$ cat src/design/arinc_rx_pkg.sv
// constants, field positions and carriers for the dual serial receiver block
// assumes one system clock; the line state and bus pins arrive asynchronously
package arinc_rx_pkg;

  // ---------------------------------------------------------------
  // timing
  // ---------------------------------------------------------------
  localparam int unsigned SYS_CLK_HZ       = 200_000_000;
  localparam logic [2:0]  SAMPLE_LAST_FAST = 3'h0;
  localparam logic [2:0]  SAMPLE_LAST_SLOW = 3'h7;
  localparam int unsigned TX_DIV_FAST      = 10;
  localparam int unsigned TX_DIV_SLOW      = 80;
  localparam logic [6:0]  TX_HALF_FAST     = 7'(TX_DIV_FAST / 2 - 1);
  localparam logic [6:0]  TX_HALF_SLOW     = 7'(TX_DIV_SLOW / 2 - 1);
  localparam logic [3:0]  GAP_TMR_LAST     = 4'h9;
  localparam logic [1:0]  GAP_NULLS_LAST   = 2'h2;
  localparam logic [4:0]  BIT_SPACE_MIN    = 5'h08;
  localparam logic [4:0]  BIT_SPACE_MAX    = 5'h0C;
  localparam logic [5:0]  WORD_LAST_BIT    = 6'h1F;

  // ---------------------------------------------------------------
  // control word fields (bit 0 is bus line 5)
  // ---------------------------------------------------------------
  localparam int          CW_LOW_LINE  = 5;
  localparam int          CW_TOP_LINE  = 14;
  localparam int          CW_SELF_TEST = 0;
  localparam int          CW_RX1_FILT  = 1;
  localparam int          CW_RX1_B9    = 2;
  localparam int          CW_RX1_B10   = 3;
  localparam int          CW_RX2_FILT  = 4;
  localparam int          CW_RX2_B9    = 5;
  localparam int          CW_RX2_B10   = 6;
  localparam int          CW_TX_PAR    = 7;
  localparam int          CW_TX_DIV    = 8;
  localparam int          CW_RX_DIV    = 9;
  localparam logic [9:0]  CONTROL_RESET = 10'h001;

  // ---------------------------------------------------------------
  // carriers
  // ---------------------------------------------------------------
  typedef struct packed {
    logic hi;
    logic lo;
  } line_s;

  typedef struct packed {
    line_s [1:0] rx;
    logic        cws;
    logic        en1_n;
    logic        en2_n;
    logic        sel;
    logic        mr_n;
    logic [15:0] data;
  } pins_s;

  typedef enum logic [1:0] {RX_HUNT, RX_IDLE, RX_BITS, RX_GAP} rx_state_e;

  typedef struct packed {
    rx_state_e   st;
    logic [9:0]  ones;
    logic [9:0]  zeros;
    logic [9:0]  nulls;
    logic        trig_q;
    logic [4:0]  space;
    logic [5:0]  bit_cnt;
    logic [31:0] shift;
    logic [3:0]  gap_tmr;
    logic [1:0]  gap_cnt;
    logic [31:0] held;
    logic        ready_n;
    logic        b1_read;
    logic        b2_read;
    logic        rd_act;
    logic        sel_lat;
    logic        pend;
  } rx_chan_s;

  localparam rx_chan_s RX_CHAN_RESET = '{st: RX_HUNT, ready_n: 1'b1, default: '0};

  typedef struct packed {
    logic        chan;
    logic [31:0] word;
  } rx_word_s;

  typedef struct packed {
    pins_s          s1;
    pins_s          s2;
    logic           cws_q;
    logic           en1_q;
    logic           en2_q;
    logic [9:0]     control_word;
    logic [7:0]     master_cnt;
    logic [2:0]     sample_cnt;
    logic [6:0]     tx_cnt;
    logic           tx_clk;
    rx_chan_s [1:0] rx;
    rx_word_s       b0;
    rx_word_s       b1;
    logic           bv0;
    logic           bv1;
    logic [15:0]    dout;
    logic           oe;
    logic [1:0]     pulse;
  } top_s;

endpackage : arinc_rx_pkg

$ cat src/design/arinc429_dual_receiver_ctrl.sv
// two serial word receivers, the control word register and the parallel read port
// assumes line comparators give hi/lo levels; tx ones/zeros come from the local transmitter
`timescale 1ns/1ps
module arinc429_dual_receiver_ctrl
  import arinc_rx_pkg::*;
#(
  parameter int unsigned MASTER_CLK_HZ = 1_000_000
) (
  input  wire logic        sys_clk,
  input  wire logic        rst,
  input  wire logic        master_reset_n,
  input  wire line_s       rx1_line,
  input  wire line_s       rx2_line,
  input  wire logic        tx_ones_out,
  input  wire logic        tx_zeros_out,
  input  wire logic        control_word_strobe,
  input  wire logic        rx1_output_strobe_n,
  input  wire logic        rx2_output_strobe_n,
  input  wire logic        byte_choice,
  input  wire logic [15:0] parallel_data_lines_in,
  output logic      [15:0] parallel_data_lines_out,
  output logic             parallel_data_lines_oe,
  output logic             rx1_word_ready_n,
  output logic             rx2_word_ready_n,
  output logic      [1:0]  word_complete_pulse,
  output logic             tx_parity_polarity,
  output logic             tx_rate_divide_choice,
  output logic             tx_data_clk,
  output logic             rx_word_valid,
  output rx_word_s         rx_word,
  input  wire logic        rx_word_ready
);

  // ---------------------------------------------------------------
  // helpers
  // ---------------------------------------------------------------
  localparam logic [7:0] MASTER_LAST = 8'(SYS_CLK_HZ / MASTER_CLK_HZ - 1);

  function automatic logic [15:0] byte_one(input logic [31:0] w);
    byte_one = {w[12:8], w[30], w[29], w[31],
                w[0], w[1], w[2], w[3], w[4], w[5], w[6], w[7]};
  endfunction : byte_one

  function automatic logic [15:0] byte_two(input logic [31:0] w);
    byte_two = w[28:13];
  endfunction : byte_two

  function automatic logic filter_pass(input logic [31:0] w, input logic en,
                                       input logic b9, input logic b10);
    filter_pass = !en || ((w[8] == b9) && (w[9] == b10));
  endfunction : filter_pass

  top_s        cur;
  top_s        next;
  pins_s       pins_now;
  line_s [1:0] seen;

  assign pins_now = {rx2_line, rx1_line, control_word_strobe, rx1_output_strobe_n,
                     rx2_output_strobe_n, byte_choice, master_reset_n, parallel_data_lines_in};

  // ---------------------------------------------------------------
  // receiver inputs, with self test loopback
  // ---------------------------------------------------------------
  genvar gi;
  for (gi = 0; gi < 2; gi++) begin : g_seen
    assign seen[gi] = cur.control_word[CW_SELF_TEST] ? cur.s2.rx[gi] :
                      line_s'({tx_ones_out, tx_zeros_out});
  end

  // ---------------------------------------------------------------
  // next state
  // ---------------------------------------------------------------
  always_comb begin
    logic        mtick;
    logic        stick;
    logic        pop;
    logic        one_t;
    logic        zero_t;
    logic        fire;
    logic        bad;
    logic        en_n;
    logic        en_q;
    logic        yield;
    logic [4:0]  sp;
    logic [31:0] full;
    rx_chan_s    c;
    rx_word_s    item;
    mtick  = 1'b0;
    stick  = 1'b0;
    pop    = 1'b0;
    one_t  = 1'b0;
    zero_t = 1'b0;
    fire   = 1'b0;
    bad    = 1'b0;
    en_n   = 1'b1;
    en_q   = 1'b1;
    yield  = 1'b0;
    sp     = '0;
    full   = '0;
    c      = cur.rx[0];
    item   = '0;
    next   = cur;
    next.s1    = pins_now;
    next.s2    = cur.s1;
    next.cws_q = cur.s2.cws;
    next.en1_q = cur.s2.en1_n;
    next.en2_q = cur.s2.en2_n;
    next.pulse = 2'h0;

    if (cur.s2.cws && !cur.cws_q) begin
      next.control_word = cur.s2.data[CW_TOP_LINE:CW_LOW_LINE];
    end

    // time base: master tick, sample tick, transmit data clock
    mtick = (cur.master_cnt == MASTER_LAST);
    next.master_cnt = mtick ? 8'h00 : 8'(cur.master_cnt + 8'h01);
    if (mtick) begin
      stick = (cur.sample_cnt == 3'h0);
      if (cur.sample_cnt >= (cur.control_word[CW_RX_DIV] ? SAMPLE_LAST_SLOW
                                                          : SAMPLE_LAST_FAST)) begin
        next.sample_cnt = 3'h0;
      end else begin
        next.sample_cnt = 3'(cur.sample_cnt + 3'h1);
      end
      if (cur.tx_cnt >= (cur.control_word[CW_TX_DIV] ? TX_HALF_SLOW : TX_HALF_FAST)) begin
        next.tx_cnt = 7'h00;
        next.tx_clk = !cur.tx_clk;
      end else begin
        next.tx_cnt = 7'(cur.tx_cnt + 7'h01);
      end
    end

    // read port
    next.oe = 1'b0;
    if (!cur.s2.en1_n) begin
      next.oe   = 1'b1;
      next.dout = cur.s2.sel ? byte_two(cur.rx[0].held) : byte_one(cur.rx[0].held);
    end else if (!cur.s2.en2_n) begin
      next.oe   = 1'b1;
      next.dout = cur.s2.sel ? byte_two(cur.rx[1].held) : byte_one(cur.rx[1].held);
    end

    for (int ch = 0; ch < 2; ch++) begin
      en_n  = (ch == 0) ? cur.s2.en1_n : cur.s2.en2_n;
      en_q  = (ch == 0) ? cur.en1_q : cur.en2_q;
      yield = (ch == 0) || cur.s2.en1_n;
      if (!en_n && yield) begin
        next.rx[ch].rd_act  = 1'b1;
        next.rx[ch].sel_lat = cur.s2.sel;
      end
      if (en_n && !en_q && cur.rx[ch].rd_act) begin
        next.rx[ch].rd_act = 1'b0;
        if (cur.rx[ch].sel_lat) begin
          next.rx[ch].b2_read = 1'b1;
        end else begin
          next.rx[ch].b1_read = 1'b1;
        end
      end
      if (next.rx[ch].b1_read && next.rx[ch].b2_read) begin
        next.rx[ch].ready_n = 1'b1;
        next.rx[ch].b1_read = 1'b0;
        next.rx[ch].b2_read = 1'b0;
      end
    end

    // two-entry word buffer toward the transmit side
    pop = cur.bv0 && rx_word_ready;
    if (pop) begin
      next.b0  = cur.b1;
      next.bv0 = cur.bv1;
      next.bv1 = 1'b0;
    end
    if (!cur.bv1 && (next.rx[0].pend || next.rx[1].pend)) begin
      item.chan = !next.rx[0].pend;
      item.word = next.rx[0].pend ? next.rx[0].held : next.rx[1].held;
      if (next.rx[0].pend) begin
        next.rx[0].pend = 1'b0;
      end else begin
        next.rx[1].pend = 1'b0;
      end
      if (!next.bv0) begin
        next.b0  = item;
        next.bv0 = 1'b1;
      end else begin
        next.b1  = item;
        next.bv1 = 1'b1;
      end
    end

    // samplers and word assembly
    for (int ch = 0; ch < 2; ch++) begin
      c = next.rx[ch];
      if (stick) begin
        bad     = seen[ch].hi && seen[ch].lo;
        c.ones  = {c.ones[8:0], seen[ch].hi && !seen[ch].lo};
        c.zeros = {c.zeros[8:0], seen[ch].lo && !seen[ch].hi};
        c.nulls = {c.nulls[8:0], !seen[ch].hi && !seen[ch].lo};
        one_t   = (&c.ones[9:7]) && (&c.nulls[2:0]);
        zero_t  = (&c.zeros[9:7]) && (&c.nulls[2:0]);
        fire    = (one_t || zero_t) && !c.trig_q;
        c.trig_q = one_t || zero_t;
        sp      = 5'(c.space + 5'h01);
        case (c.st)
          RX_HUNT: begin
            if ((&c.nulls[9:7]) && (&c.nulls[2:0])) begin
              c.st = RX_IDLE;
            end
          end
          RX_IDLE: begin
            if (bad) begin
              c.st = RX_HUNT;
            end else if (fire) begin
              c.shift    = {31'h0, one_t};
              c.bit_cnt  = 6'h01;
              c.space    = 5'h00;
              c.st       = RX_BITS;
            end
          end
          RX_BITS: begin
            c.space = sp;
            if (bad || (&c.ones[6:0]) || (&c.zeros[6:0])) begin
              c.st = RX_HUNT;
            end else if (fire) begin
              c.space = 5'h00;
              if (sp < BIT_SPACE_MIN || sp > BIT_SPACE_MAX) begin
                c.st = RX_HUNT;
              end else if (c.bit_cnt == WORD_LAST_BIT) begin
                full     = {one_t, c.shift[30:0]};
                full[31] = ~^full;
                next.pulse[ch] = 1'b1;
                if (filter_pass(full, cur.control_word[ch == 0 ? CW_RX1_FILT : CW_RX2_FILT],
                                cur.control_word[ch == 0 ? CW_RX1_B9 : CW_RX2_B9],
                                cur.control_word[ch == 0 ? CW_RX1_B10 : CW_RX2_B10])) begin
                  c.held    = full;
                  c.ready_n = 1'b0;
                  c.b1_read = 1'b0;
                  c.b2_read = 1'b0;
                  c.pend    = 1'b1;
                end
                c.gap_tmr = 4'h0;
                c.gap_cnt = 2'h0;
                c.st      = RX_GAP;
              end else begin
                c.shift[c.bit_cnt[4:0]] = one_t;
                c.bit_cnt = 6'(c.bit_cnt + 6'h01);
              end
            end else if (sp > BIT_SPACE_MAX) begin
              c.st = RX_HUNT;
            end
          end
          RX_GAP: begin
            if (c.gap_tmr == GAP_TMR_LAST) begin
              c.gap_tmr = 4'h0;
              if (c.nulls[0]) begin
                if (c.gap_cnt == GAP_NULLS_LAST) begin
                  c.st = RX_IDLE;
                end
                c.gap_cnt = 2'(c.gap_cnt + 2'h1);
              end
            end else begin
              c.gap_tmr = 4'(c.gap_tmr + 4'h1);
            end
          end
          default: begin
            c.st = RX_HUNT;
          end
        endcase
      end
      next.rx[ch] = c;
      if (!cur.s2.mr_n) begin
        next.rx[ch] = RX_CHAN_RESET;
      end
    end
  end

  // ---------------------------------------------------------------
  // state register
  // ---------------------------------------------------------------
  always_ff @(posedge sys_clk) begin
    if (rst) begin
      cur              <= '0;
      cur.s1.en1_n     <= 1'b1;
      cur.s1.en2_n     <= 1'b1;
      cur.s1.mr_n      <= 1'b1;
      cur.s2.en1_n     <= 1'b1;
      cur.s2.en2_n     <= 1'b1;
      cur.s2.mr_n      <= 1'b1;
      cur.en1_q        <= 1'b1;
      cur.en2_q        <= 1'b1;
      cur.control_word <= CONTROL_RESET;
      cur.rx[0]        <= RX_CHAN_RESET;
      cur.rx[1]        <= RX_CHAN_RESET;
    end else begin
      cur <= next;
    end
  end

  assign parallel_data_lines_out = cur.dout;
  assign parallel_data_lines_oe  = cur.oe;
  assign rx1_word_ready_n        = cur.rx[0].ready_n;
  assign rx2_word_ready_n        = cur.rx[1].ready_n;
  assign word_complete_pulse     = cur.pulse;
  assign tx_parity_polarity      = cur.control_word[CW_TX_PAR];
  assign tx_rate_divide_choice   = cur.control_word[CW_TX_DIV];
  assign tx_data_clk             = cur.tx_clk;
  assign rx_word_valid           = cur.bv0;
  assign rx_word                 = cur.b0;

  // ---------------------------------------------------------------
  // assertions
  // ---------------------------------------------------------------
  a_cw_capture: assert property (@(posedge sys_clk) disable iff (rst)
    (cur.s2.cws && !cur.cws_q) |=> cur.control_word == $past(cur.s2.data[CW_TOP_LINE:CW_LOW_LINE]))
    else $error("control word not captured on strobe edge");

  a_loopback_path: assert property (@(posedge sys_clk) disable iff (rst)
    !cur.control_word[CW_SELF_TEST] |-> (seen[0] == {tx_ones_out, tx_zeros_out})
                                        && (seen[1] == {tx_ones_out, tx_zeros_out}))
    else $error("self test does not route transmitter outputs");

  a_rx1_match: assert property (@(posedge sys_clk) disable iff (rst)
    ($fell(rx1_word_ready_n) && cur.control_word[CW_RX1_FILT]) |->
      cur.rx[0].held[8] == cur.control_word[CW_RX1_B9]
      && cur.rx[0].held[9] == cur.control_word[CW_RX1_B10])
    else $error("receiver 1 accepted a word failing its filter");

  a_rx2_match: assert property (@(posedge sys_clk) disable iff (rst)
    ($fell(rx2_word_ready_n) && cur.control_word[CW_RX2_FILT]) |->
      cur.rx[1].held[8] == cur.control_word[CW_RX2_B9]
      && cur.rx[1].held[9] == cur.control_word[CW_RX2_B10])
    else $error("receiver 2 accepted a word failing its filter");

  a_byte_one_map: assert property (@(posedge sys_clk) disable iff (rst)
    (!cur.s2.en1_n && !cur.s2.sel) |=>
      parallel_data_lines_oe && parallel_data_lines_out == byte_one($past(cur.rx[0].held)))
    else $error("receiver 1 byte 1 not on the bus");

  a_rx2_yield: assert property (@(posedge sys_clk) disable iff (rst)
    (!cur.s2.en2_n && cur.s2.en1_n && cur.s2.sel) |=>
      parallel_data_lines_out == byte_two($past(cur.rx[1].held)))
    else $error("receiver 2 byte 2 not on the bus");

  a_oe_strobe: assert property (@(posedge sys_clk) disable iff (rst)
    parallel_data_lines_oe |-> $past(!cur.s2.en1_n || !cur.s2.en2_n))
    else $error("data lines driven without a strobe");

  a_ready_hold: assert property (@(posedge sys_clk) disable iff (rst || !cur.s2.mr_n)
    (!rx1_word_ready_n && !(cur.rx[0].rd_act && cur.s2.en1_n)) |=> !rx1_word_ready_n)
    else $error("ready flag rose before both bytes were read");

  a_pulse_single: assert property (@(posedge sys_clk) disable iff (rst)
    word_complete_pulse[0] |=> !word_complete_pulse[0] [*2])
    else $error("word complete pulse longer than one cycle");

  a_space_bound: assert property (@(posedge sys_clk) disable iff (rst)
    cur.rx[0].st == RX_BITS |-> cur.rx[0].space <= BIT_SPACE_MAX)
    else $error("bit spacing exceeded without rejection");

  a_gap_reenable: assert property (@(posedge sys_clk) disable iff (rst)
    (cur.rx[0].st == RX_GAP ##1 cur.rx[0].st == RX_IDLE) |->
      $past(cur.rx[0].gap_cnt) == GAP_NULLS_LAST)
    else $error("reception re-enabled before three gap nulls");

endmodule : arinc429_dual_receiver_ctrl

$ cat config.mk
export PLATFORM = sky130hd
export DESIGN_NAME = arinc429_dual_receiver_ctrl
export DESIGN_NICKNAME = d
export VERILOG_FILES = /design/src/design/arinc_rx_pkg.sv /design/src/design/arinc429_dual_receiver_ctrl.sv
export SDC_FILE = /design/constraint.sdc
export NUM_CORES = 1
export LEC_CHECK = 0
export ABC_AREA = 0
export BUFFER_PORTS_ARGS = -buffer_cell sky130_fd_sc_hd__buf_2
export CORE_MARGIN = 2
export CORE_UTILIZATION = 50
export DETAILED_ROUTE_END_ITERATION = 12
export HOLD_SLACK_MARGIN = 0.12
export PLACE_DENSITY = 0.77
export SLEW_MARGIN = 20
export SYNTH_ARGS = -nofsm -noshare
export SYNTH_HDL_FRONTEND = slang
export SYNTH_SLANG_ARGS = --single-unit
$ cat constraint.sdc
create_clock -name sys_clk -period 4.68 [get_ports sys_clk]
set_clock_uncertainty 0.15 [all_clocks]
set_input_delay 0.468 -clock sys_clk [delete_from_list [all_inputs] [get_ports sys_clk]]
set_output_delay 0.468 -clock sys_clk [all_outputs]
set_load 0.01 [all_outputs]
# After elaboration in Yosys (flattened, before gate mapping)
# Cells that the tools add are included.
# W data, S select, Z words.
# totals
register_bits	401
inputBits	30
# op_classes
n_reduce_logical	97
eq_ne	46
n_addsub	11
muxes	106
magnitude_cmp	10
bitwise	10
# op_table
cell	count
$mux W84	4
$mux W43	4
$pmux W43 S2	2
$mux W79	2
$mux W33	3
$mux W41	2
$mux W38	2
$mux W35	2
$mux W69	1
$bwmux W32	2
$reduce_xnor A32 Y1	2
$mux W2	31
$reduce_and A8 Y1	6
$ne A2 B2 Y1 const B	23
$reduce_and A7 Y1	6
$mux W17	2
$mux W16	2
$mux W32	1
$logic_and A1 B1 Y1	30
$mux W3	10
$mux W1	26
$pmux W6 S2	2
$reduce_and A3 Y1	8
$pmux W2 S4	2
38 further kinds	105

# Depth between registers and ports, before layout
# logic_depth
ltp_word	13
mapped_depth	11

# Worst setup path before layout
# Ideal clock, no wire load.
# synth_path
kind	register -> register
start	register cur[169] (netlist bit)
end	register cur[124] (netlist bit)
t_arrival_ps	2488
path_stages_with_launch	10
period_less_slack_ps	2765
setup_slack_ps	1915
n_path_buf	1
path_cell_list	dfxtp_1 > ha_1 > nor2b_1 > o311ai_0 > o21ai_1 > or2_4 > or3_1 > buf_2 > and3_1 > or3b_1
# synth_via
elab_chain_len	5
word_cells_on_any_way	6
classes_between	1 x add/sub; 2 x order compare; 1 x bitwise; 2 x reduce/logical
# synth_lines
item	line	text
from (decl)	arinc429_dual_receiver_ctrl.sv:53	top_s cur;
from (signal assigned)	arinc429_dual_receiver_ctrl.sv:294	cur <= next;
$add A5 B1 Y5 *	arinc429_dual_receiver_ctrl.sv:202	sp = 5'(c.space + 5'h01);
$lt A5 B4 Y1 or $gt A5 B4 Y1 (tied branches)	arinc429_dual_receiver_ctrl.sv:225	if (sp < BIT_SPACE_MIN || sp > BIT_SPACE_MAX) begin
$logic_or A1 B1 Y1 *	arinc429_dual_receiver_ctrl.sv:225	
$not A1 Y1 (no source line) *	-	
$reduce_and A7 Y1 (no source line) *	-	
# Mark *: on every way between the ends. The rest lies on a longest branch, timed or not.
# A chain may end at the register's enable or synchronous reset.

# Worst setup path after layout
# layout_path
start	register cur[346] (netlist bit)
end	register cur[268] (netlist bit)
# layout_via
elab_chain_len	11
word_cells_on_any_way	27
classes_between	4 x eq/ne; 7 x mux; 16 x reduce/logical
# layout_lines
item	line	text
$mux W2 *	arinc429_dual_receiver_ctrl.sv:66	assign seen[gi] = cur.control_word[CW_SELF_TEST] ? cur.s2.rx[gi] :
$logic_not A1 Y1, on equally long branches	arinc429_dual_receiver_ctrl.sv:196, arinc429_dual_receiver_ctrl.sv:197, arinc429_dual_receiver_ctrl.sv:195	
$logic_and A1 B1 Y1	arinc429_dual_receiver_ctrl.sv:197	c.nulls = {c.nulls[8:0], !seen[ch].hi && !seen[ch].lo};
$reduce_and A3 Y1	arinc429_dual_receiver_ctrl.sv:198, arinc429_dual_receiver_ctrl.sv:199	
$logic_and A1 B1 Y1	arinc429_dual_receiver_ctrl.sv:198	one_t = (&c.ones[9:7]) && (&c.nulls[2:0]);
$bwmux W32	arinc429_dual_receiver_ctrl.sv:244	c.shift[c.bit_cnt[4:0]] = one_t;
$mux W38	arinc429_dual_receiver_ctrl.sv:227	end else if (c.bit_cnt == WORD_LAST_BIT) begin
$mux W79	arinc429_dual_receiver_ctrl.sv:225	
$mux W84	arinc429_dual_receiver_ctrl.sv:223	end else if (fire) begin
$mux W84	arinc429_dual_receiver_ctrl.sv:221	if (bad || (&c.ones[6:0]) || (&c.zeros[6:0])) begin
$pmux W43 S2	arinc429_dual_receiver_ctrl.sv:203	case (c.st)
# Mark *: on every way between the ends. The rest lies on a longest branch, timed or not. The select of a mux whose other input is x is not followed.

==> out/qor.csv <==
metric,value,unit
outcome,"finished, final reports clean",
endpoint_kind,register,
area_growth,10.6,%
final.setup.tns,0,ps
detail_route.first_pass.iterations,6,
finalHoldViolCount,0,
die_width,191,um
coreArea,0.0345,sq mm
fin_area,0.0193,sq mm
yosys_warnings,0,
cts-root-buf,clkbuf_16,
route.met3.wl,2.45,mm
final-seq-area,0.00779,sq mm
cts_buffers,40,
path_class,register to register,
yosys.area.top_type_share,44.5,%
async_flop_share,0,%
overflow,0,
num_antenna_cells,0,
syn_inst,2041,
tightest_slew,1090,ps
cts_tree,built,
synth_edf_count,0,
finalSetupViolCount,0,
nNetsFinal,2085,
dpl_cell_area,0.0178,sq mm
synth_area_leaders,"dfxtp_1 45%, nand2_1 7.9%, a21oi_1 6.3%",
multi_input_area,0.00869,sq mm
htree_levels,2,
fmax,278,MHz
totalWireLength,39.9,mm
portBuffers,81,
nFillCells,2981,
maxSlewHeadroom,27.3,%
syn_nets,2105,
wire_per_inst,15.9,um
die_h,191,um
drtIter0Drc,1078,
fin_hold_ws,199,ps
utilization,56.1,%
p_leak,6.86,nW
dp.cells,2415,
grt_usage,21.8,%
met2_length,18.4,mm
antenna_left,0,
grt_max_degree,107,
p_per_area,353,mW/mm^2
cts_max_path_buffers,3,
cp-start-kind,register,
place.gp.congestion,0.880,
final_cells,2507,
synth_cell_types,74,
hold_path.class,input port to register,
drive_above_1_share,13.2,%
power.total,6.82,mW
pin_count,88,
initial_core_util,50.7,%
maxCapViolCount,0,
die_area,0.0365,sq mm
drc,0,
pre_cts_slack,1160,ps
ir_worst_vdd,0.329,mV
dp_hpwl,26.8,mm
rsz0062_at_grt,false,
fp-row-count,68,
cts_num_sinks,389,
antenna_found_initial,0,
vias,13900,
ys_seq_area_share,44.5,%
drt-met1-wl,17.9,mm
yosys.area.top_type,dfxtp_1,
hold_path_depth,4,
top_layer,met4,
slew_violations,0,
grt_pass1_vias,13100,
synthFlopType,dfxtp_1,
clock_latency,540,ps
setup_slack,1080,ps
grt_pass1_wl,65.6,mm
period_share,76.8,%
via_per_inst,5.53,
syn-cell-area,0.0175,sq mm
reg2reg_depth,7,
cts.clk_slew.worst_paths,60,ps
critical_path_required,4990,ps
cp.arrival,3910,ps
avgSynthCellArea,8.57,sq um
worstPathMaxFanout,16,
synth-seq-cells,389,
fin_crit,3600,ps
worst paths after layout:
path | startpoint | endpoint | slack [ps]
worst max-delay path | cur[346]$_SDFFE_PP1P_ | cur[268]$_SDFFE_PP0P_ | 1080
worst min register to register | cur[403]$_SDFF_PP1_ | cur[378]$_SDFF_PP1_ | 250
worst min-delay path | rx_word_ready | rx_word_valid$_SDFF_PP0_ | 200
worst max register to register | cur[346]$_SDFFE_PP1P_ | cur[268]$_SDFFE_PP0P_ | 1080
flip-flops by register name (all words and copies together) (netlist names):
signal	flops
parallel_data_lines_oe	1
rx1_word_ready_n	1
tx_parity_polarity	1
rx2_word_ready_n	1
tx_rate_divide_choice	1
parallel_data_lines_out	16
cur	331
word_complete_pulse	2
rx_word_valid	1
tx_data_clk	1
rx_word	33
worst max-delay path, cell delays in order, from the launching register on:
cell and delay (ps):
dfxtp_1 670, nor3b_1 540, o211ai_1 230, or4b_4 590
a21oi_4 400, and2_1 470, nand4_4 270, o21ai_1 200
per-layer routing:
| layer | track usage (%) | up-vias |
|---|---|---|
| met5 | 0 | - |
| met4 | 7.72 | 0 |
| met3 | 3.58 | 71 |
| met2 | 36.3 | 389 |
| met1 | 28.5 | 6491 |
| li1 | - | 6908 |
cell usage after synthesis, drive strengths merged, types with 15 or more instances:
master	count
nor2b	55
a211oi	68
nor3	23
a21oi	223
mux2i	87
nand2	370
dfxtp	389
clkbuf	108
o21ai	60
nand4	15
xnor2	57
o211ai	34
mux2	33
or2	46
nand3	63
ha	34
inv	33
buf	77
xor2	25
nor2	114
layout by cell type, fill, tap and decap left out, drive strengths merged, types with 12 or more instances in the layout:
| cell type | synthesis | layout |
|---|---|---|
| dlygate4sd3 | 0 | 19 |
| nand2 | 370 | 370 |
| nor3 | 23 | 23 |
| nand3 | 63 | 63 |
| a21oi | 223 | 223 |
| nand4 | 15 | 15 |
| buf | 77 | 104 |
| a211oi | 68 | 68 |
| inv | 33 | 33 |
| mux2i | 87 | 87 |
| mux2 | 33 | 33 |
| clkbuf | 108 | 62 |
| nand3b | 12 | 12 |
| and3 | 12 | 12 |
| or2 | 46 | 46 |
| o21ai | 60 | 60 |
| nor2b | 55 | 55 |
| nor2 | 114 | 114 |
| o211ai | 34 | 34 |
| xnor2 | 57 | 57 |
| ha | 34 | 34 |
| xor2 | 25 | 25 |
| dfxtp | 389 | 389 |
timing repair:
action	4_1_cts	5_1_grt
buffers inserted	0	0
endpoints found under the hold margin	19	0
hold buffers	19	0
resized for setup	0	0
power by group:
| group | internal (mW) | leakage [nW] | switching (mW) |
|---|---|---|---|
| Sequential | 3.34 | 3.14 | 0.0199 |
| Clock | 2.00 | 0.672 | 1.30 |
| Combinational | 0.0571 | 3.05 | 0.109 |
| Total | 5.39 | 6.86 | 1.43 |
kinds of logic (layout without fill, tap and decap cells):
family | after synthesis | in the layout | share of synthesized area, %
buffers and inverters | 218 | 229 | 5.93
DFF | 389 | 389 | 44.5
AOI/OAI and AO/OA | 429 | 429 | 14.8
xor gates and xnor gates | 83 | 83 | 4.24
adders and majority gates | 34 | 34 | 2.43
and+or+nand+nor | 768 | 768 | 21.0
muxes | 120 | 120 | 7.11
final cells by class:
type | instances | share of cell area [%]
multi-input cells | 1434 | 44.9
repair buffers | 123 | 4.05
clock inverters | 11 | 0.874
clock buffers | 62 | 6.24
inverters | 33 | 0.641
well taps | 455 | 2.95
flip-flops and latches | 389 | 40.3
Note: power is estimated with default switching activity, not from simulation.
